$ cat src/rtl/fpec_pkg.sv
package fpec_pkg;

  // Register file addresses of the controller
  localparam logic [11:0] ADDR_CMD_STAT  = 12'hff8;
  localparam logic [11:0] ADDR_PAGE_PROT = 12'hff9;

  // Command codes written to flash_command_reg
  localparam logic [7:0]  CMD_KEY1       = 8'h73;
  localparam logic [7:0]  CMD_KEY2       = 8'h8c;
  localparam logic [7:0]  CMD_PAGE_ERASE = 8'h95;
  localparam logic [7:0]  CMD_MASS_ERASE = 8'h63;
  localparam logic [7:0]  CMD_SEL_PROT   = 8'h5e;

  // Address layout: 8 KB array, 512-byte pages, 1 KB sectors
  localparam int          ADDR_W         = 16;
  localparam int          FLASH_AW       = 13;
  localparam int          PAGE_LSB       = 9;
  localparam int          PAGE_MSB       = 6;
  localparam int          SECTOR_LSB     = 10;
  localparam int          SECTOR_W       = 3;

  // Reset and idle values
  localparam logic [7:0]  PAGE_RESET     = 8'h00;
  localparam logic [7:0]  PROT_RESET     = 8'h00;
  localparam logic [7:0]  RD_IDLE        = 8'h00;
  localparam logic [1:0]  STAT_RSVD      = 2'h0;

  // Six-bit status codes
  localparam logic [5:0]  ST_LOCKED      = 6'h00;
  localparam logic [5:0]  ST_KEY1        = 6'h01;
  localparam logic [5:0]  ST_KEY2        = 6'h02;
  localparam logic [5:0]  ST_UNLOCKED    = 6'h03;
  localparam logic [5:0]  ST_PROT_SEL    = 6'h04;
  localparam logic [5:0]  ST_PROG        = 6'h08;
  localparam logic [5:0]  ST_PERASE      = 6'h10;
  localparam logic [5:0]  ST_MERASE      = 6'h20;

  typedef enum logic [2:0] {
    S_LOCKED   = 3'h0,
    S_KEY1     = 3'h1,
    S_KEY2     = 3'h3,
    S_UNLOCKED = 3'h2,
    S_PROG     = 3'h6,
    S_PERASE   = 3'h7,
    S_MERASE   = 3'h5,
    S_PROT_SEL = 3'h4
  } fpec_state_t;

  typedef enum logic [1:0] {
    OP_READ   = 2'h0,
    OP_PROG   = 2'h1,
    OP_PERASE = 2'h2,
    OP_MERASE = 2'h3
  } fpec_op_t;

endpackage

$ cat src/rtl/fpec_sector_chk.sv
`timescale 1ns/10ps
module fpec_sector_chk (
  input  wire logic [15:0] addr_i,     // Program memory byte address
  input  wire logic [7:0]  prot_i,     // Sector protection mask
  output logic             prot_o,     // Address lies in a protected sector
  output logic             in_range_o  // Address lies inside the array
);

  wire logic [fpec_pkg::SECTOR_W-1:0] sector;

  // Sector is an eighth of the array, never below one page
  assign sector     = addr_i[fpec_pkg::FLASH_AW-1:fpec_pkg::SECTOR_LSB];
  assign prot_o     = prot_i[sector];
  // Information area and unpopulated space are never programmable
  assign in_range_o =
    (addr_i[fpec_pkg::ADDR_W-1:fpec_pkg::FLASH_AW] == '0);

endmodule // fpec_sector_chk

$ cat src/rtl/fpec_array_seq.sv
`timescale 1ns/10ps
module fpec_array_seq (
  input  wire logic             clk_i,       // System clock
  input  wire logic             rst_n_i,     // Synchronised reset, low
  input  wire logic             start_i,     // Start one operation
  input  wire fpec_pkg::fpec_op_t op_i,      // Operation to run
  input  wire logic [15:0]      addr_i,      // Byte or page address
  input  wire logic [7:0]       wdata_i,     // Byte to program
  input  wire logic [7:0]       arr_rdata_i, // Array read data
  input  wire logic             arr_done_i,  // Array step finished
  output logic                  arr_req_o,   // Array request level
  output logic [1:0]            arr_op_o,    // Array operation code
  output logic [15:0]           arr_addr_o,  // Array address
  output logic [7:0]            arr_wdata_o, // Array write data
  output logic                  done_o       // Operation finished pulse
);

  logic               req_q;
  fpec_pkg::fpec_op_t op_q;
  logic [15:0]        addr_q;
  logic [7:0]         data_q;
  logic               done_q;

  wire logic step_done = req_q && arr_done_i;
  wire logic pre_read  = step_done && (op_q == fpec_pkg::OP_READ);

  always_ff @(posedge clk_i or negedge rst_n_i)
  begin
    if (!rst_n_i)
    begin
      req_q  <= 1'b0;
      op_q   <= fpec_pkg::OP_READ;
      addr_q <= '0;
      data_q <= '0;
      done_q <= 1'b0;
    end
    else
    begin
      done_q <= step_done && !pre_read;
      if (start_i)
      begin
        req_q  <= 1'b1;
        // A program first reads the byte so that no bit can rise
        op_q   <= (op_i == fpec_pkg::OP_PROG) ? fpec_pkg::OP_READ : op_i;
        addr_q <= addr_i;
        data_q <= wdata_i;
      end
      else if (pre_read)
      begin
        op_q   <= fpec_pkg::OP_PROG;
        data_q <= data_q & arr_rdata_i;
      end
      else if (step_done)
        req_q <= 1'b0;
    end
  end

  assign arr_req_o   = req_q;
  assign arr_op_o    = op_q;
  assign arr_addr_o  = addr_q;
  assign arr_wdata_o = data_q;
  assign done_o      = done_q;

endmodule // fpec_array_seq

$ cat src/rtl/fpec_ctrl.sv
`timescale 1ns/10ps
module fpec_ctrl (
  input  wire logic        clk_i,                  // System clock
  input  wire logic        arst_n_i,               // Async reset, low
  input  wire logic        reg_wr_i,               // Register write strobe
  input  wire logic        reg_rd_i,               // Register read strobe
  input  wire logic [11:0] reg_addr_i,             // Register file address
  input  wire logic [7:0]  reg_wdata_i,            // Register write data
  input  wire logic        reg_dbg_i,              // Access from debug_port
  output logic      [7:0]  reg_rdata_o,            // Register read data
  input  wire logic        mem_wr_i,               // Program memory store
  input  wire logic [15:0] mem_addr_i,             // Store byte address
  input  wire logic [7:0]  mem_wdata_i,            // Store byte data
  input  wire logic        mem_dbg_i,              // Store from debug_port
  input  wire logic        write_protect_option_i, // Option bit, 1 allows
  output logic             cpu_stall_o,            // Holds the CPU core
  output logic             arr_req_o,              // Array request level
  output logic      [1:0]  arr_op_o,               // Array operation code
  output logic      [15:0] arr_addr_o,             // Array address
  output logic      [7:0]  arr_wdata_o,            // Array write data
  input  wire logic [7:0]  arr_rdata_i,            // Array read data
  input  wire logic        arr_done_i              // Array step finished
);

  logic                  rst_meta_q;
  logic                  rst_n_q;
  fpec_pkg::fpec_state_t st_q;
  fpec_pkg::fpec_state_t st_d;
  logic [7:0]            page_q;
  logic [7:0]            prot_q;
  logic [7:0]            rdata_q;
  logic                  eng_start;
  fpec_pkg::fpec_op_t    eng_op;
  logic [15:0]           eng_addr;
  logic                  eng_done;

  function automatic logic [5:0] status_of(input fpec_pkg::fpec_state_t s);
    unique case (s)
      fpec_pkg::S_LOCKED:   status_of = fpec_pkg::ST_LOCKED;
      fpec_pkg::S_KEY1:     status_of = fpec_pkg::ST_KEY1;
      fpec_pkg::S_KEY2:     status_of = fpec_pkg::ST_KEY2;
      fpec_pkg::S_UNLOCKED: status_of = fpec_pkg::ST_UNLOCKED;
      fpec_pkg::S_PROT_SEL: status_of = fpec_pkg::ST_PROT_SEL;
      fpec_pkg::S_PROG:     status_of = fpec_pkg::ST_PROG;
      fpec_pkg::S_PERASE:   status_of = fpec_pkg::ST_PERASE;
      fpec_pkg::S_MERASE:   status_of = fpec_pkg::ST_MERASE;
    endcase
  endfunction

  // Reset release is synchronised; assertion stays asynchronous
  always_ff @(posedge clk_i or negedge arst_n_i)
  begin
    if (!arst_n_i)
    begin
      rst_meta_q <= 1'b0;
      rst_n_q    <= 1'b0;
    end
    else
    begin
      rst_meta_q <= 1'b1;
      rst_n_q    <= rst_meta_q;
    end
  end

  // Address decode of the shared locations
  wire logic cmd_wr   = reg_wr_i &&
                        (reg_addr_i == fpec_pkg::ADDR_CMD_STAT);
  wire logic ps_wr    = reg_wr_i && (reg_addr_i == fpec_pkg::ADDR_PAGE_PROT);
  wire logic prot_sel = (st_q == fpec_pkg::S_PROT_SEL);
  wire logic busy     = (st_q == fpec_pkg::S_PROG) ||
                        (st_q == fpec_pkg::S_PERASE) ||
                        (st_q == fpec_pkg::S_MERASE);
  wire logic [5:0] status = status_of(st_q);

  // Active page base address from the page field
  wire logic [15:0] page_addr =
    {page_q[fpec_pkg::PAGE_MSB:0], {fpec_pkg::PAGE_LSB{1'b0}}};
  wire logic page_match =
    (reg_wdata_i[fpec_pkg::PAGE_MSB:0] == page_q[fpec_pkg::PAGE_MSB:0]);
  wire logic in_page =
    (mem_addr_i[fpec_pkg::ADDR_W-1:fpec_pkg::PAGE_LSB] ==
     page_q[fpec_pkg::PAGE_MSB:0]);

  wire logic pg_prot;
  wire logic pg_in_range;
  wire logic mem_prot;
  wire logic mem_in_range;

  fpec_sector_chk u_page_chk (
    .addr_i     (page_addr),
    .prot_i     (prot_q),
    .prot_o     (pg_prot),
    .in_range_o (pg_in_range)
  );

  fpec_sector_chk u_store_chk (
    .addr_i     (mem_addr_i),
    .prot_i     (prot_q),
    .prot_o     (mem_prot),
    .in_range_o (mem_in_range)
  );

  // Debug access ignores the option bit and the protection mask
  wire logic user_ok  = write_protect_option_i;
  wire logic erase_ok = pg_in_range &&
                        (reg_dbg_i || (user_ok && !pg_prot));
  wire logic mass_ok  = reg_dbg_i;
  wire logic prog_ok  = mem_in_range &&
                        (mem_dbg_i || (user_ok && !mem_prot && in_page));
  // Outside the three busy states, any command that is not a key, an erase or the protection select falls back to locked
  wire fpec_pkg::fpec_state_t other_cmd =
    (reg_wdata_i == fpec_pkg::CMD_SEL_PROT) ? fpec_pkg::S_PROT_SEL
                                            : fpec_pkg::S_LOCKED;

  always_comb
  begin
    st_d      = st_q;
    eng_start = 1'b0;
    eng_op    = fpec_pkg::OP_PROG;
    eng_addr  = mem_addr_i;
    unique case (st_q)
      fpec_pkg::S_LOCKED:
      begin
        if (cmd_wr)
          st_d = (reg_wdata_i == fpec_pkg::CMD_KEY1) ? fpec_pkg::S_KEY1
                                                      : other_cmd;
      end
      fpec_pkg::S_KEY1:
      begin
        if (cmd_wr)
          st_d = (reg_wdata_i == fpec_pkg::CMD_KEY2) ? fpec_pkg::S_KEY2
                                                      : other_cmd;
        else if (ps_wr)
          st_d = fpec_pkg::S_LOCKED;
      end
      fpec_pkg::S_KEY2:
      begin
        if (cmd_wr)
          st_d = other_cmd;
        else if (ps_wr)
          st_d = page_match ? fpec_pkg::S_UNLOCKED
                            : fpec_pkg::S_LOCKED;
      end
      fpec_pkg::S_UNLOCKED:
      begin
        if (cmd_wr)
        begin
          if (reg_wdata_i == fpec_pkg::CMD_PAGE_ERASE)
          begin
            st_d      = erase_ok ? fpec_pkg::S_PERASE
                                 : fpec_pkg::S_LOCKED;
            eng_start = erase_ok;
            eng_op    = fpec_pkg::OP_PERASE;
            eng_addr  = page_addr;
          end
          else if (reg_wdata_i == fpec_pkg::CMD_MASS_ERASE)
          begin
            st_d      = mass_ok ? fpec_pkg::S_MERASE
                                : fpec_pkg::S_LOCKED;
            eng_start = mass_ok;
            eng_op    = fpec_pkg::OP_MERASE;
            eng_addr  = page_addr;
          end
          else
            st_d = other_cmd;
        end
        else if (mem_wr_i)
        begin
          st_d      = prog_ok ? fpec_pkg::S_PROG
                              : fpec_pkg::S_LOCKED;
          eng_start = prog_ok;
        end
      end
      fpec_pkg::S_PROT_SEL:
      begin
        if (cmd_wr)
          st_d = other_cmd;
      end
      fpec_pkg::S_PROG:
      begin
        if (eng_done)
          st_d = fpec_pkg::S_UNLOCKED;
      end
      fpec_pkg::S_PERASE:
      begin
        if (eng_done)
          st_d = fpec_pkg::S_LOCKED;
      end
      fpec_pkg::S_MERASE:
      begin
        if (eng_done)
          st_d = fpec_pkg::S_LOCKED;
      end
    endcase
  end

  always_ff @(posedge clk_i or negedge rst_n_q)
  begin
    if (!rst_n_q)
      st_q <= fpec_pkg::S_LOCKED;
    else
      st_q <= st_d;
  end

  // Page select is open while locked; debug may also move an open page
  wire logic page_load = ps_wr && !prot_sel &&
    ((st_q == fpec_pkg::S_LOCKED) ||
     ((st_q == fpec_pkg::S_UNLOCKED) && reg_dbg_i));

  always_ff @(posedge clk_i or negedge rst_n_q)
  begin
    if (!rst_n_q)
      page_q <= fpec_pkg::PAGE_RESET;
    else if (page_load)
      page_q <= reg_wdata_i;
  end

  // Set-only mask: no write path can clear a bit, so one glitchy
  // store cannot drop protection before the next reset
  always_ff @(posedge clk_i or negedge rst_n_q)
  begin
    if (!rst_n_q)
      prot_q <= fpec_pkg::PROT_RESET;
    else if (ps_wr && prot_sel)
      prot_q <= prot_q | reg_wdata_i;
  end

  wire logic [7:0] rd_mux =
    (reg_addr_i == fpec_pkg::ADDR_CMD_STAT)  ? {fpec_pkg::STAT_RSVD, status} :
    (reg_addr_i == fpec_pkg::ADDR_PAGE_PROT) ? (prot_sel ? prot_q : page_q) :
                                               fpec_pkg::RD_IDLE;

  always_ff @(posedge clk_i or negedge rst_n_q)
  begin
    if (!rst_n_q)
      rdata_q <= fpec_pkg::RD_IDLE;
    else if (reg_rd_i)
      rdata_q <= rd_mux;
  end

  fpec_array_seq u_seq (
    .clk_i       (clk_i),
    .rst_n_i     (rst_n_q),
    .start_i     (eng_start),
    .op_i        (eng_op),
    .addr_i      (eng_addr),
    .wdata_i     (mem_wdata_i),
    .arr_rdata_i (arr_rdata_i),
    .arr_done_i  (arr_done_i),
    .arr_req_o   (arr_req_o),
    .arr_op_o    (arr_op_o),
    .arr_addr_o  (arr_addr_o),
    .arr_wdata_o (arr_wdata_o),
    .done_o      (eng_done)
  );

  // System clock keeps running; only the core is held
  assign cpu_stall_o = busy;
  assign reg_rdata_o = rdata_q;

  reset_locked_a: assert property (
    @(posedge clk_i) $rose(rst_n_q)
    |-> (st_q == fpec_pkg::S_LOCKED) && !arr_req_o)
    else $error("controller not locked after reset");

  page_compare_a: assert property (
    @(posedge clk_i) disable iff (!rst_n_q)
    (st_q == fpec_pkg::S_KEY2) && ps_wr && !cmd_wr && !page_match
    |=> (st_q == fpec_pkg::S_LOCKED))
    else $error("mismatched page write did not relock");

  erase_start_a: assert property (
    @(posedge clk_i) disable iff (!rst_n_q)
    (st_q == fpec_pkg::S_UNLOCKED) && cmd_wr &&
    (reg_wdata_i == fpec_pkg::CMD_PAGE_ERASE) && erase_ok
    |=> (st_q == fpec_pkg::S_PERASE) && arr_req_o &&
        (arr_addr_o == $past(page_addr)))
    else $error("page erase did not start on the active page");

  bad_cmd_lock_a: assert property (
    @(posedge clk_i) disable iff (!rst_n_q)
    (st_q == fpec_pkg::S_UNLOCKED) && cmd_wr &&
    (reg_wdata_i != fpec_pkg::CMD_PAGE_ERASE) &&
    (reg_wdata_i != fpec_pkg::CMD_MASS_ERASE) &&
    (reg_wdata_i != fpec_pkg::CMD_SEL_PROT)
    |=> (st_q == fpec_pkg::S_LOCKED) && !arr_req_o)
    else $error("unknown command left controller unlocked");

  user_mass_a: assert property (
    @(posedge clk_i) disable iff (!rst_n_q)
    (st_q == fpec_pkg::S_UNLOCKED) && cmd_wr && !reg_dbg_i &&
    (reg_wdata_i == fpec_pkg::CMD_MASS_ERASE)
    |=> (st_q == fpec_pkg::S_LOCKED) && !arr_req_o)
    else $error("user mass erase was accepted");

  option_block_a: assert property (
    @(posedge clk_i) disable iff (!rst_n_q)
    (st_q == fpec_pkg::S_UNLOCKED) && !cmd_wr && mem_wr_i &&
    !mem_dbg_i && !write_protect_option_i
    |=> (st_q == fpec_pkg::S_LOCKED) && !arr_req_o)
    else $error("user store passed a cleared write-protect option");

  prot_sticky_a: assert property (
    @(posedge clk_i) disable iff (!rst_n_q)
    ((prot_q & $past(prot_q)) == $past(prot_q)))
    else $error("protection bit was cleared");

  stall_busy_a: assert property (
    @(posedge clk_i) disable iff (!rst_n_q)
    arr_req_o |-> cpu_stall_o)
    else $error("array busy without stalling the core");

  erase_relock_a: assert property (
    @(posedge clk_i) disable iff (!rst_n_q)
    (st_q == fpec_pkg::S_PERASE) && eng_done
    |=> (st_q == fpec_pkg::S_LOCKED) && !cpu_stall_o)
    else $error("page erase did not relock");

  unlock_status_a: assert property (
    @(posedge clk_i) disable iff (!rst_n_q)
    (st_q == fpec_pkg::S_UNLOCKED) && reg_rd_i &&
    (reg_addr_i == fpec_pkg::ADDR_CMD_STAT)
    |=> (reg_rdata_o == {fpec_pkg::STAT_RSVD, fpec_pkg::ST_UNLOCKED}))
    else $error("unlocked status code wrong");

endmodule // fpec_ctrl

$ cat config.mk
export PLATFORM = sky130hd
export DESIGN_NAME = fpec_ctrl
export DESIGN_NICKNAME = d
export VERILOG_FILES = /design/src/rtl/fpec_pkg.sv /design/src/rtl/fpec_sector_chk.sv /design/src/rtl/fpec_array_seq.sv /design/src/rtl/fpec_ctrl.sv
export SDC_FILE = /design/constraint.sdc
export NUM_CORES = 1
export LEC_CHECK = 0
export ABC_AREA = 1
export BUFFER_PORTS_ARGS = -buffer_cell sky130_fd_sc_hd__buf_2
export CORE_AREA = 2 2 88 99
export CTS_BUF_LIST = sky130_fd_sc_hd__clkbuf_8
export DETAILED_ROUTE_END_ITERATION = 7
export DIE_AREA = 0 0 90 101
export PLACE_DENSITY = 0.69
export SKIP_CTS_REPAIR_TIMING = 1
export SLEW_MARGIN = 5
export SYNTH_ARGS = -nofsm -noshare
export SYNTH_HDL_FRONTEND = slang
export SYNTH_SLANG_ARGS = --single-unit
$ cat constraint.sdc
create_clock -name clk_i -period 2.2 [get_ports clk_i]
set_input_delay 0.11 -clock clk_i [delete_from_list [all_inputs] [get_ports clk_i]]
set_output_delay 0.11 -clock clk_i [all_outputs]
set_load 0.1 [all_outputs]
==> results of run 1 <==
[worst min-delay path, cell delays in order]
cell and delay (ns):
sky130_fd_sc_hd__buf_2 0.09, sky130_fd_sc_hd__nand2_1 0.05, sky130_fd_sc_hd__o21ai_1 0.07
[cell families after synthesis]
| kind of cell | synth area share |
|---|---|
| flops | 0.402 |
| compound gates | 0.126 |
| other cells | 0.00106 |
| fa+ha+maj | 0.0141 |
| simple gates | 0.338 |
| xor+xnor | 0.0148 |
| buf+inv | 0.105 |
[synth_stat cells (6+ instances only)]
cell type                 instances
sky130_fd_sc_hd__nand2_1        152
sky130_fd_sc_hd__dfrtp_1         57
sky130_fd_sc_hd__inv_1           55
sky130_fd_sc_hd__nand3_1         55
sky130_fd_sc_hd__o21ai_0         33
sky130_fd_sc_hd__nor2_1          21
sky130_fd_sc_hd__nand4_1          9
sky130_fd_sc_hd__o21ai_1          9
sky130_fd_sc_hd__inv_2            8
sky130_fd_sc_hd__nor4_1           6
sky130_fd_sc_hd__o21ai_2          6
sky130_fd_sc_hd__o22ai_1          6
[flip-flops by register name, summed over array words and instances, names as in the netlist]
signal	count
u_seq.arr_wdata_o	8
st_q	3
u_seq.done_o	1
u_seq.arr_op_o	2
u_seq.arr_addr_o	16
rst_meta_q	1
rst_n_q	1
page_q	8
u_seq.arr_req_o	1
reg_rdata_o	8
prot_q	8
[worst max path at each step]
stage	from	endpoint	slack, ns	cells after the start
5_1_grt	st_q[0]	u_seq.arr_addr_o[3]	0.06	12
3_5_place_dp	st_q[0]	u_seq.arr_wdata_o[4]	0.07	11
2_1_floorplan	u_seq.arr_op_o[0]	u_seq.arr_wdata_o[0]	0.16	4
4_1_cts	st_q[0]	u_seq.arr_wdata_o[4]	0.06	11
3_3_place_gp	st_q[0]	u_seq.arr_wdata_o[7]	0.18	11
6_report	st_q[0]	u_seq.arr_wdata_o[6]	0.21	12
[stage by stage]
step,hold slack [ns],instance area (µm²),setup slack [ns]
after floorplan,-0.186,3560,0.165
after global placement,-0.102,4150,0.178
after detailed placement,-0.103,4150,0.0724
after CTS,-0.474,4360,0.0556
after global routing,0.0254,4430,0.0582
final,0.0168,4430,0.209
[routing by layer]
metal,vias up,part of all wire,GRT usage
li1,1793,-,-
met1,1647,0.43,0.264
met2,117,0.49,0.382
met3,18,0.058,0.0411
met4,0,0.021,0.0828
met5,-,0,0
[power by group through the flow]
stage	logic [µW]	clock network, µW	registers (µW)
after floorplan	85.0	0	1230
after global placement	325	0	1110
after detailed placement	327	0	1110
after CTS	328	1070	1090
after global routing	354	1120	1090
final	328	1060	1090
[layout make-up]
type / count / area, µm² / share of cell area
inverter: 64 / 243 / 0.0548
tap: 111 / 139 / 0.0313
timing repair buffer: 114 / 643 / 0.145
multi-input combinational: 347 / 1760 / 0.398
sequential: 57 / 1430 / 0.323
clock buffer: 13 / 179 / 0.0404
clock inverter: 2 / 35.0 / 0.00791
==> out/summary.log, run 1 <==
[power] internal power 1790 µW
[hold_path] Worst Hold Class in -> reg
[setup_path] worst reg2reg path endpoint u_seq.arr_wdata_o[6]
[final_layout] total number of nets in the final design 658
[logic_synthesis] warnings from Yosys 0
[power] relative contribution of the clock network to total power 0.429
[logic_synthesis] count of state elements after synthesis 57
[global_route] total global routing overflow 0
[route] routed length per placed instance 13.6 µm
[setup_path] register-to-register setup slack 0.21 ns
[sta] final cycle utilization of the critical path 0.905
[sta] setup repair after global routing missed its margin false
[setup_path] Critical Path RT 2.43 ns
[clock_tree] Clock Sink Count 57
[global_route] pin count of the biggest net entering global routing 35
[place] placed wire-length estimate after detailed placement 7.40 mm
[logic_synthesis] post-synth cell types 41
[setup_path] category of the worst setup path launch point flop
[logic_synthesis] number of instances in the synthesized netlist 486
[hold_path] Hold Path Depth 3
[global_route] initial antenna violation count 0
[setup_path] peak fanout along the critical path 32
[power] static leakage 0.00242 µW
[global_route] global-route wire length before repair 15.8 mm
[global_route] overall fraction of global-route tracks in use 0.216
[global_route] vias in the first global route 3396
[setup_path] Critical Path Sink Type flop
[die] width of the die 90 µm
[route] detailed-route vias per instance 5.05
[clock_tree] number of CTS-inserted buffers 9
[setup_path] sequence of cells on the critical path inv_1 -> ha_1 -> inv_1 -> nor2_8 -> inv_1 -> nor4_2 -> nand2_2 -> nand2_4 -> nand3_4 -> buf_12 -> nand3_1 -> nand2_1
[route] number of nets still failing antenna checks after routing 0
[power] Gate power share 0.132
[logic_synthesis] commonest register cell after synthesis sky130_fd_sc_hd__dfrtp_1
[die] Placement Rows 35
[clock_tree] buffer levels on the longest clock path 2
[logic_synthesis] fraction of synthesis flops using an asynchronous set or reset pin 1.00
[sta] final-layout setup total negative slack 0 ns
[logic_synthesis] net count of the mapped netlist 551
[hold_path] Hold Startpoint mem_addr_i[4]
[power] part of the power in registers 0.439
[power] power spent charging and discharging nets 686 µW
[final_layout] Filler Cells Inserted 843
[final_layout] top library cells by usage in the layout, fill and taps aside sky130_fd_sc_hd__nand2_1, sky130_fd_sc_hd__buf_2, sky130_fd_sc_hd__inv_1, sky130_fd_sc_hd__nand3_1, sky130_fd_sc_hd__dfrtp_1
[sta] highest attainable clock frequency 502 MHz
[logic_synthesis] cell types with the largest area share after synthesis sky130_fd_sc_hd__dfrtp_1, sky130_fd_sc_hd__nand2_1, sky130_fd_sc_hd__nand3_1, sky130_fd_sc_hd__inv_1, sky130_fd_sc_hd__o21ai_0
[power] pwr/cell area 559 nW/µm²
[logic_synthesis] fraction of synthesized cell area taken by the top area cell type 0.402
[logic_synthesis] cell accounting for the most synthesized area sky130_fd_sc_hd__dfrtp_1
[hold_path] WHS Endpoint u_seq.arr_addr_o[4]
[setup_path] crit path max-delay cell type sky130_fd_sc_hd__dfrtp_1
[clock_tree] Clock H-tree levels 3
[clock_tree] cell at the root of the clock tree sky130_fd_sc_hd__clkbuf_8
[logic_synthesis] sequential element share of the synthesized area 0.402
[setup_path] most prevalent standard cell on the critical path sky130_fd_sc_hd__inv_1
[final_layout] layout cells sized above 1 0.273
[power] switching fraction of total power 0.277
[setup_path] CP arrival 2.22 ns
[route] routed via count 3575
[setup_path] highest cell delay on the worst timing path 0.43 ns
[final_layout] count of antenna diodes in the layout 0
[die] initial standard-cell utilization of the core 0.436
[die] DIE AREA 9090 µm²
[setup_path] WS Path Type reg -> reg
[final_layout] Final Core Density 0.544
[setup_path] cells on worst reg2reg path 12
[sta] time the worst path needs with I/O delays and setup 1.99 ns
[setup_path] reg-to-reg critical path startpoint st_q[0]
[setup_path] number of buffers and inverters on the critical path 4
[clock_tree] clock tree from TritonCTS done
[logic_synthesis] number of flops mapped to enable cells by yosys 0
[sta] final hold vios 0
[sta] Slew @ Worst Pin 0.544 ns
[route] first-pass iteration count of the detailed router 4
[route] post-route DRC violation count 0
[sta] setup violators final 0
[sta] Final Slew Violations 0
[place] Final Wtd Congestion 0.904
[clock_tree] clock latency reported for the late side of the worst-skew pair 0.35 ns
[die] # IOs 97
[power] IR drop worst, VDD 382 µV
[clock_tree] clock transition at the register clock pins on the worst setup and hold paths after CTS 0.07 ns
[final_layout] most frequent standard cell in the layout excluding fill and tap cells sky130_fd_sc_hd__nand2_1
[logic_synthesis] Syn Area/Cell 7.31 µm²
[logic_synthesis] area of the mapped netlist 3550 µm²
[die] area of the core 8150 µm²
[die] Die Span Y 101 µm
[route] wire length reported by the detailed router 9.61 mm
[place] placed cell count 685
[place] total of buffers placed on input and output ports 96
[status] status finished, final reports clean
[power] Tot Pwr 2480 µW
[job] total of max-cap violations 0
[final_layout] post-route non-filler standard cell count 708
[sta] maximum clock skew at final layout 0.00705 ns
[route] drt initial violations 163
[sta] headroom to the max-slew limit 0.638
[setup_path] kind of cell with the highest combined delay on the critical path simple AND/OR/NAND/NOR gates
[final_layout] area overhead of the layout relative to synthesis 24.7%
No activity file was read; power rests on OpenSTA's default activity.
==> run 2, diff against run 1 <==
- ABC_AREA: 1 -> default
- CORE_AREA: 2 2 88 99 -> 2 2 85 95
- DIE_AREA: 0 0 90 101 -> 0 0 87 97
- PLACE_DENSITY: 0.69 -> 0.7
==> run 2 against run 1 <==
Critical path depth down 6. Critical endpoint is now u_seq.arr_addr_o[15]. Fmax down 18%. Final cell count down 20%. The run now ends with negative hold slack, negative setup slack left. Global-route usage up 0.62 points. Synthesized cell count down 32%. Utilization up 6.5 points. Clock power up 6%. Worst hold slack worse by 0.028 ns. Clock skew up 0.0039 ns.
==> out/summary.log, run 2 <==
[final_layout] Filler Cells Inserted 635
[setup_path] Worst Setup EP u_seq.arr_addr_o[15]
[final_layout] area taken by flip-flops and latches 1430 µm²
[sta] highest attainable clock frequency 410 MHz
[final_layout] Multi-input gate area 1680 µm²
[logic_synthesis] area of the mapped netlist 3300 µm²
[setup_path] register-to-register setup slack -0.24 ns
[global_route] vias in the first global route 3057
[route] number of nets still failing antenna checks after routing 0
[die] Placement Rows 33
[sta] final cycle utilization of the critical path 1.11
[setup_path] Critical Path RT 2.43 ns
[place] instance area after placement 4150 µm²
[final_layout] Largest register FFs 16
[sta] setup violators final 28
[place] total of buffers placed on input and output ports 96
[power] IR drop worst, VDD 803 µV
[final_layout] count of antenna diodes in the layout 0
[route] first-pass iteration count of the detailed router 5
[global_route] pin count of the biggest net entering global routing 56
[final_layout] area overhead of the layout relative to synthesis 36.4%
[setup_path] WS Path Type reg -> reg
[logic_synthesis] fraction of synthesized cell area taken by the top area cell type 0.432
[route] post-route DRC violation count 0
[sta] hold slack final -0.0112 ns
[logic_synthesis] warnings from Yosys 0
[logic_synthesis] post-synth cell types 52
[clock_tree] clock tree from TritonCTS done
[logic_synthesis] fraction of synthesis flops using an asynchronous set or reset pin 1.00
[hold_path] Worst Hold Class in -> reg
[clock_tree] buffer levels on the longest clock path 2
[logic_synthesis] cell accounting for the most synthesized area sky130_fd_sc_hd__dfrtp_1
[die] DIE AREA 8440 µm²
[logic_synthesis] sequential element share of the synthesized area 0.432
[logic_synthesis] Syn Area/Cell 10.0 µm²
[clock_tree] cell at the root of the clock tree sky130_fd_sc_hd__clkbuf_8
[setup_path] CP arrival 2.66 ns
[sta] time the worst path needs with I/O delays and setup 2.44 ns
[route] detailed-route vias per instance 5.34
[sta] headroom to the max-slew limit 0.526
[global_route] global-route wire length before repair 14.7 mm
[setup_path] Critical Path Sink Type flop
[route] routed via count 3029
[power] pwr/cell area 999 nW/µm²
[sta] Final Slew Violations 0
[sta] Worst Slack Setup Final -0.236 ns
[logic_synthesis] cell types with the largest area share after synthesis sky130_fd_sc_hd__dfrtp_1, sky130_fd_sc_hd__mux2_2, sky130_fd_sc_hd__mux2i_1, sky130_fd_sc_hd__inv_1, sky130_fd_sc_hd__o21ai_0
[final_layout] total number of nets in the final design 540
[die] initial standard-cell utilization of the core 0.447
[final_layout] most frequent standard cell in the layout excluding fill and tap cells sky130_fd_sc_hd__buf_2
[sta] final hold vios 3
[global_route] overall fraction of global-route tracks in use 0.223
[sta] maximum clock skew at final layout 0.0110 ns
[die] # IOs 97
[route] drt initial violations 194
[logic_synthesis] cell types with the highest counts after synthesis sky130_fd_sc_hd__dfrtp_1, sky130_fd_sc_hd__inv_1, sky130_fd_sc_hd__mux2_2
[setup_path] peak fanout along the critical path 5
[die] Die Span Y 97 µm
[place] placed cell count 542
[clock_tree] number of CTS-inserted buffers 9
[job] total of max-cap violations 0
[global_route] global routing met1 resource utilization 0.296
[final_layout] top library cells by usage in the layout, fill and taps aside sky130_fd_sc_hd__buf_2, sky130_fd_sc_hd__dfrtp_1, sky130_fd_sc_hd__buf_4, sky130_fd_sc_hd__inv_1, sky130_fd_sc_hd__mux2_2
[global_route] busiest layer in global routing met2
[place] Final Wtd Congestion 0.936
[logic_synthesis] most frequent cell after synthesis sky130_fd_sc_hd__dfrtp_1
[setup_path] category of the worst setup path launch point flop
[clock_tree] clock latency reported for the late side of the worst-skew pair 0.34 ns
[setup_path] worst reg2reg path endpoint u_seq.arr_addr_o[15]
[logic_synthesis] commonest register cell after synthesis sky130_fd_sc_hd__dfrtp_1
[clock_tree] Clock H-tree levels 3
[status] status finished with violations
[clock_tree] clock transition at the register clock pins on the worst setup and hold paths after CTS 0.07 ns
[final_layout] post-route non-filler standard cell count 567
[power] static leakage 0.00244 µW
[global_route] total global routing overflow 0
[logic_synthesis] number of instances in the synthesized netlist 329
[setup_path] reg-to-reg critical path startpoint prot_q[0]
[status] failing checks negative hold slack, negative setup slack
[global_route] global routing usage on met2 0.349
[logic_synthesis] net count of the mapped netlist 394
[final_layout] layout cells sized above 1 0.423
[route] routed length per placed instance 16.5 µm
[final_layout] Final Core Density 0.609
[global_route] global-route met3 utilization 0.0589
[sta] Slew @ Worst Pin 0.711 ns
[clock_tree] Clock Sink Count 57
[global_route] initial antenna violation count 0
[power] Tot Pwr 4490 µW
[logic_synthesis] count of state elements after synthesis 57
[hold_path] Hold Startpoint mem_wdata_i[0]
[setup_path] cells on worst reg2reg path 6
[place] placed wire-length estimate after detailed placement 7.02 mm
[route] wire length reported by the detailed router 9.34 mm
[die] area of the core 7390 µm²
[final_layout] post-route design area 4500 µm²
[sta] setup repair after global routing missed its margin true
[setup_path] source of the critical timing path prot_q[0]
[logic_synthesis] number of flops mapped to enable cells by yosys 0
[die] width of the die 87 µm
[run 2: metal layers]
metal | vias to the layer above | share of wire | routed length (µm)
li1 | 1452 | - | -
met1 | 1441 | 0.43 | 4050
met2 | 116 | 0.49 | 4540
met3 | 20 | 0.055 | 514
met4 | 0 | 0.025 | 237
met5 | - | 0 | 0
[run 2: cell type report]
cell class | count | area share
Inverter | 34 | 0.0284
Clock inverter | 6 | 0.0197
Sequential cell | 57 | 0.317
Clock buffer | 10 | 0.0306
Multi-Input combinational cell | 222 | 0.374
Timing Repair Buffer | 151 | 0.206
Tap cell | 87 | 0.0242
[run 2: critical path, stage by stage (launching register included)]
cell and delay [ns]:
sky130_fd_sc_hd__dfrtp_1 0.39, sky130_fd_sc_hd__mux4_2 0.48, sky130_fd_sc_hd__or3_4 0.35, sky130_fd_sc_hd__a2111oi_4 0.31, sky130_fd_sc_hd__o211ai_2 0.18, sky130_fd_sc_hd__o22a_4 0.31, sky130_fd_sc_hd__mux2_4 0.30
[run 2: kinds of logic (layout without fill, tap and decap cells)]
| kind of cell | Yosys count | count (layout) | synth area share |
|---|---|---|---|
| buffers and inverters | 51 | 201 | 0.0667 |
| xor gates and xnor gates | 13 | 13 | 0.0345 |
| other | 1 | 1 | 0.00114 |
| DFF | 57 | 57 | 0.432 |
| muxes | 52 | 52 | 0.177 |
| adders and majority gates | 4 | 4 | 0.0152 |
| and+or+nand+nor | 86 | 86 | 0.136 |
| AOI/OAI and AO/OA | 65 | 66 | 0.136 |
[run 2: where the power goes]
part | internal [µW] | switching [µW] | total, µW
clock | 670 | 448 | 1120
combinational | 519 | 1560 | 2080
sequential | 1210 | 90.5 | 1300
[run 2: how the worst min path moves through the flow]
stage / to / slack [ns] / depth (start not counted)
finish: u_seq.arr_wdata_o[0] / -0.01 / 3
global route: u_seq.arr_wdata_o[6] / 0.0008 / 3
CTS: rst_n_q / -0.47 / 1
detailed placement: rst_meta_q / -0.10 / 1
global placement: rst_meta_q / -0.11 / 1
floorplan: rst_meta_q / -0.19 / 0
[run 2: metrics by stage]
stage	TNS (ns)	hold WS [ns]	setup WS (ns)
2_1_floorplan	-4.43	-0.186	-0.323
3_3_place_gp	-7.44	-0.105	-0.329
3_5_place_dp	-8.59	-0.103	-0.384
4_1_cts	-8.60	-0.471	-0.383
5_1_grt	-7.51	0.000843	-0.317
6_report	-5.55	-0.0112	-0.236
==> run 3, diff against run 2 <==
- CORE_AREA: 2 2 85 95 -> 2 2 104 116
- DIE_AREA: 0 0 87 97 -> 0 0 106 118
- PLACE_DENSITY: 0.7 -> default
==> run 3 against run 2 <==
The flow still finishes with violations (negative hold slack, negative setup slack). Final cell count up 11%. Wire length down 3.0%. Combinational power about the same. Sequential power about the same. Fmax increased by 1.3%. Via count fell by 2.1%. Largest power group unchanged.
==> out/summary.log, run 3 (same netlist as run 2, synthesis figures left out) <==
[global_route] initial antenna violation count 0
[clock_tree] buffer levels on the longest clock path 2
[route] routed length per placed instance 14.4 µm
[clock_tree] Clock H-tree levels 3
[final_layout] area overhead of the layout relative to synthesis 37.3%
[power] static leakage 0.00242 µW
[final_layout] Filler Cells Inserted 1142
[clock_tree] clock transition at the register clock pins on the worst setup and hold paths after CTS 0.07 ns
[die] Die Span Y 118 µm
[sta] time the worst path needs with I/O delays and setup 2.41 ns
[setup_path] kind of cell with the highest combined delay on the critical path compound AO/OA/AOI/OAI gates
[place] Final Wtd Congestion 0.847
[die] initial standard-cell utilization of the core 0.291
[final_layout] layout cells sized above 1 0.419
[sta] setup repair after global routing missed its margin true
[hold_path] Hold Path Depth 3
[setup_path] highest cell delay on the worst timing path 0.47 ns
[route] routed via count 2965
[final_layout] Final Core Density 0.400
[route] number of nets still failing antenna checks after routing 0
[global_route] total global routing overflow 0
[clock_tree] number of CTS-inserted buffers 9
[clock_tree] cell at the root of the clock tree sky130_fd_sc_hd__clkbuf_8
[sta] final cycle utilization of the critical path 1.09
[final_layout] Largest register FFs 16
[final_layout] most frequent standard cell in the layout excluding fill and tap cells sky130_fd_sc_hd__buf_2
[route] wire length reported by the detailed router 9.06 mm
[power] pwr/cell area 960 nW/µm²
[clock_tree] Clock Sink Count 57
[sta] maximum clock skew at final layout 0.00734 ns
[hold_path] Worst Hold Class in -> reg
[sta] final hold vios 1
[status] failing checks negative hold slack, negative setup slack
[sta] highest attainable clock frequency 416 MHz
[global_route] overall fraction of global-route tracks in use 0.146
[setup_path] reg-to-reg critical path startpoint prot_q[3]
[die] area of the core 11300 µm²
[die] Placement Rows 41
[sta] headroom to the max-slew limit 0.570
[setup_path] Critical Path Sink Type flop
[clock_tree] clock tree from TritonCTS done
[setup_path] crit path max-delay cell type sky130_fd_sc_hd__mux4_2
[route] post-route DRC violation count 0
[die] width of the die 106 µm
[setup_path] WS Path Type reg -> reg
[setup_path] sequence of cells on the critical path mux4_2 -> or3_4 -> a2111oi_4 -> o211ai_2 -> o22a_4 -> buf_4 -> mux2i_1
[route] detailed-route vias per instance 4.73
[final_layout] count of antenna diodes in the layout 0
[global_route] global-route wire length before repair 14.4 mm
[sta] Final Slew Violations 0
[setup_path] CP arrival 2.62 ns
[setup_path] Critical Path RT 2.42 ns
[power] IR drop worst, VDD 720 µV
[final_layout] top library cells by usage in the layout, fill and taps aside sky130_fd_sc_hd__buf_2, sky130_fd_sc_hd__dfrtp_1, sky130_fd_sc_hd__buf_4, sky130_fd_sc_hd__inv_1, sky130_fd_sc_hd__mux2_2
[sta] hold slack final -0.00199 ns
[final_layout] post-route non-filler standard cell count 627
[setup_path] Levels on crit path 7
[place] placed cell count 601
[place] placed wire-length estimate after detailed placement 7.09 mm
[route] drt initial violations 224
[final_layout] total number of nets in the final design 537
[place] total of buffers placed on input and output ports 96
[setup_path] peak fanout along the critical path 6
[setup_path] number of buffers and inverters on the critical path 1
[route] first-pass iteration count of the detailed router 4
[clock_tree] clock latency reported for the late side of the worst-skew pair 0.34 ns
[sta] Worst Slack Setup Final -0.206 ns
[job] total of max-cap violations 0
[global_route] vias in the first global route 2869
[status] status finished with violations
[sta] setup violators final 26
[power] Tot Pwr 4350 µW
[setup_path] cells on worst reg2reg path 7
[sta] Slew @ Worst Pin 0.645 ns
[hold_path] Hold Startpoint mem_wdata_i[6]
[setup_path] source of the critical timing path prot_q[3]
[setup_path] category of the worst setup path launch point flop
[global_route] pin count of the biggest net entering global routing 29
[die] # IOs 97
[die] DIE AREA 12500 µm²
-- run 3: worst min-delay path: cells and delay by family --
family                 cells  cell delay, ns
buffers and inverters      2            0.13
multiplexers               1            0.06
-- run 3: where the power goes --
| part | internal [µW] | switching (µW) | total, µW |
|---|---|---|---|
| logic | 542 | 1560 | 2110 |
| clock network | 524 | 408 | 931 |
| registers | 1210 | 107 | 1320 |
| total | 2270 | 2080 | 4350 |
-- run 3: metal layers --
| layer | GRT usage | vias to the layer above | wire length, µm | share of wire |
|---|---|---|---|---|
| li1 | - | 1447 | - | - |
| met1 | 0.185 | 1418 | 3980 | 0.44 |
| met2 | 0.238 | 83 | 4380 | 0.48 |
| met3 | 0.0399 | 17 | 522 | 0.058 |
| met4 | 0.0526 | 0 | 166 | 0.018 |
| met5 | 0 | - | 0 | 0 |
-- run 3: worst paths after layout --
| kind | to | slack [ns] |
|---|---|---|
| min in group asynchronous | rst_meta_q | 0.07 |
| min | u_seq.arr_wdata_o[6] | -0.002 |
| max in group asynchronous | page_q[1] | 1.32 |
| max | u_seq.arr_wdata_o[1] | -0.21 |
| min reg2reg | u_seq.arr_wdata_o[2] | 0.30 |
| max reg2reg | u_seq.arr_wdata_o[1] | -0.21 |
-- run 3: metrics by stage --
step | hold WS [ns] | worst slack [ns] | cell area, µm² | setup TNS (ns)
3_3_place_gp | -0.105 | -0.361 | 4210 | -8.36
3_5_place_dp | -0.103 | -0.406 | 4210 | -9.18
5_1_grt | 0.00219 | -0.278 | 4530 | -6.45
6_report | -0.00199 | -0.206 | 4530 | -4.82
2_1_floorplan | -0.186 | -0.323 | 3300 | -4.43
4_1_cts | -0.484 | -0.413 | 4410 | -9.22
-- run 3: final cells by class --
cell class	count	area [µm²]	area share
Clock buffer	13	179	0.0395
Clock inverter	3	13.8	0.00304
Inverter	34	128	0.0282
Multi-Input combinational cell	222	1690	0.373
Sequential cell	57	1430	0.315
Tap cell	150	188	0.0414
Timing Repair Buffer	148	906	0.200
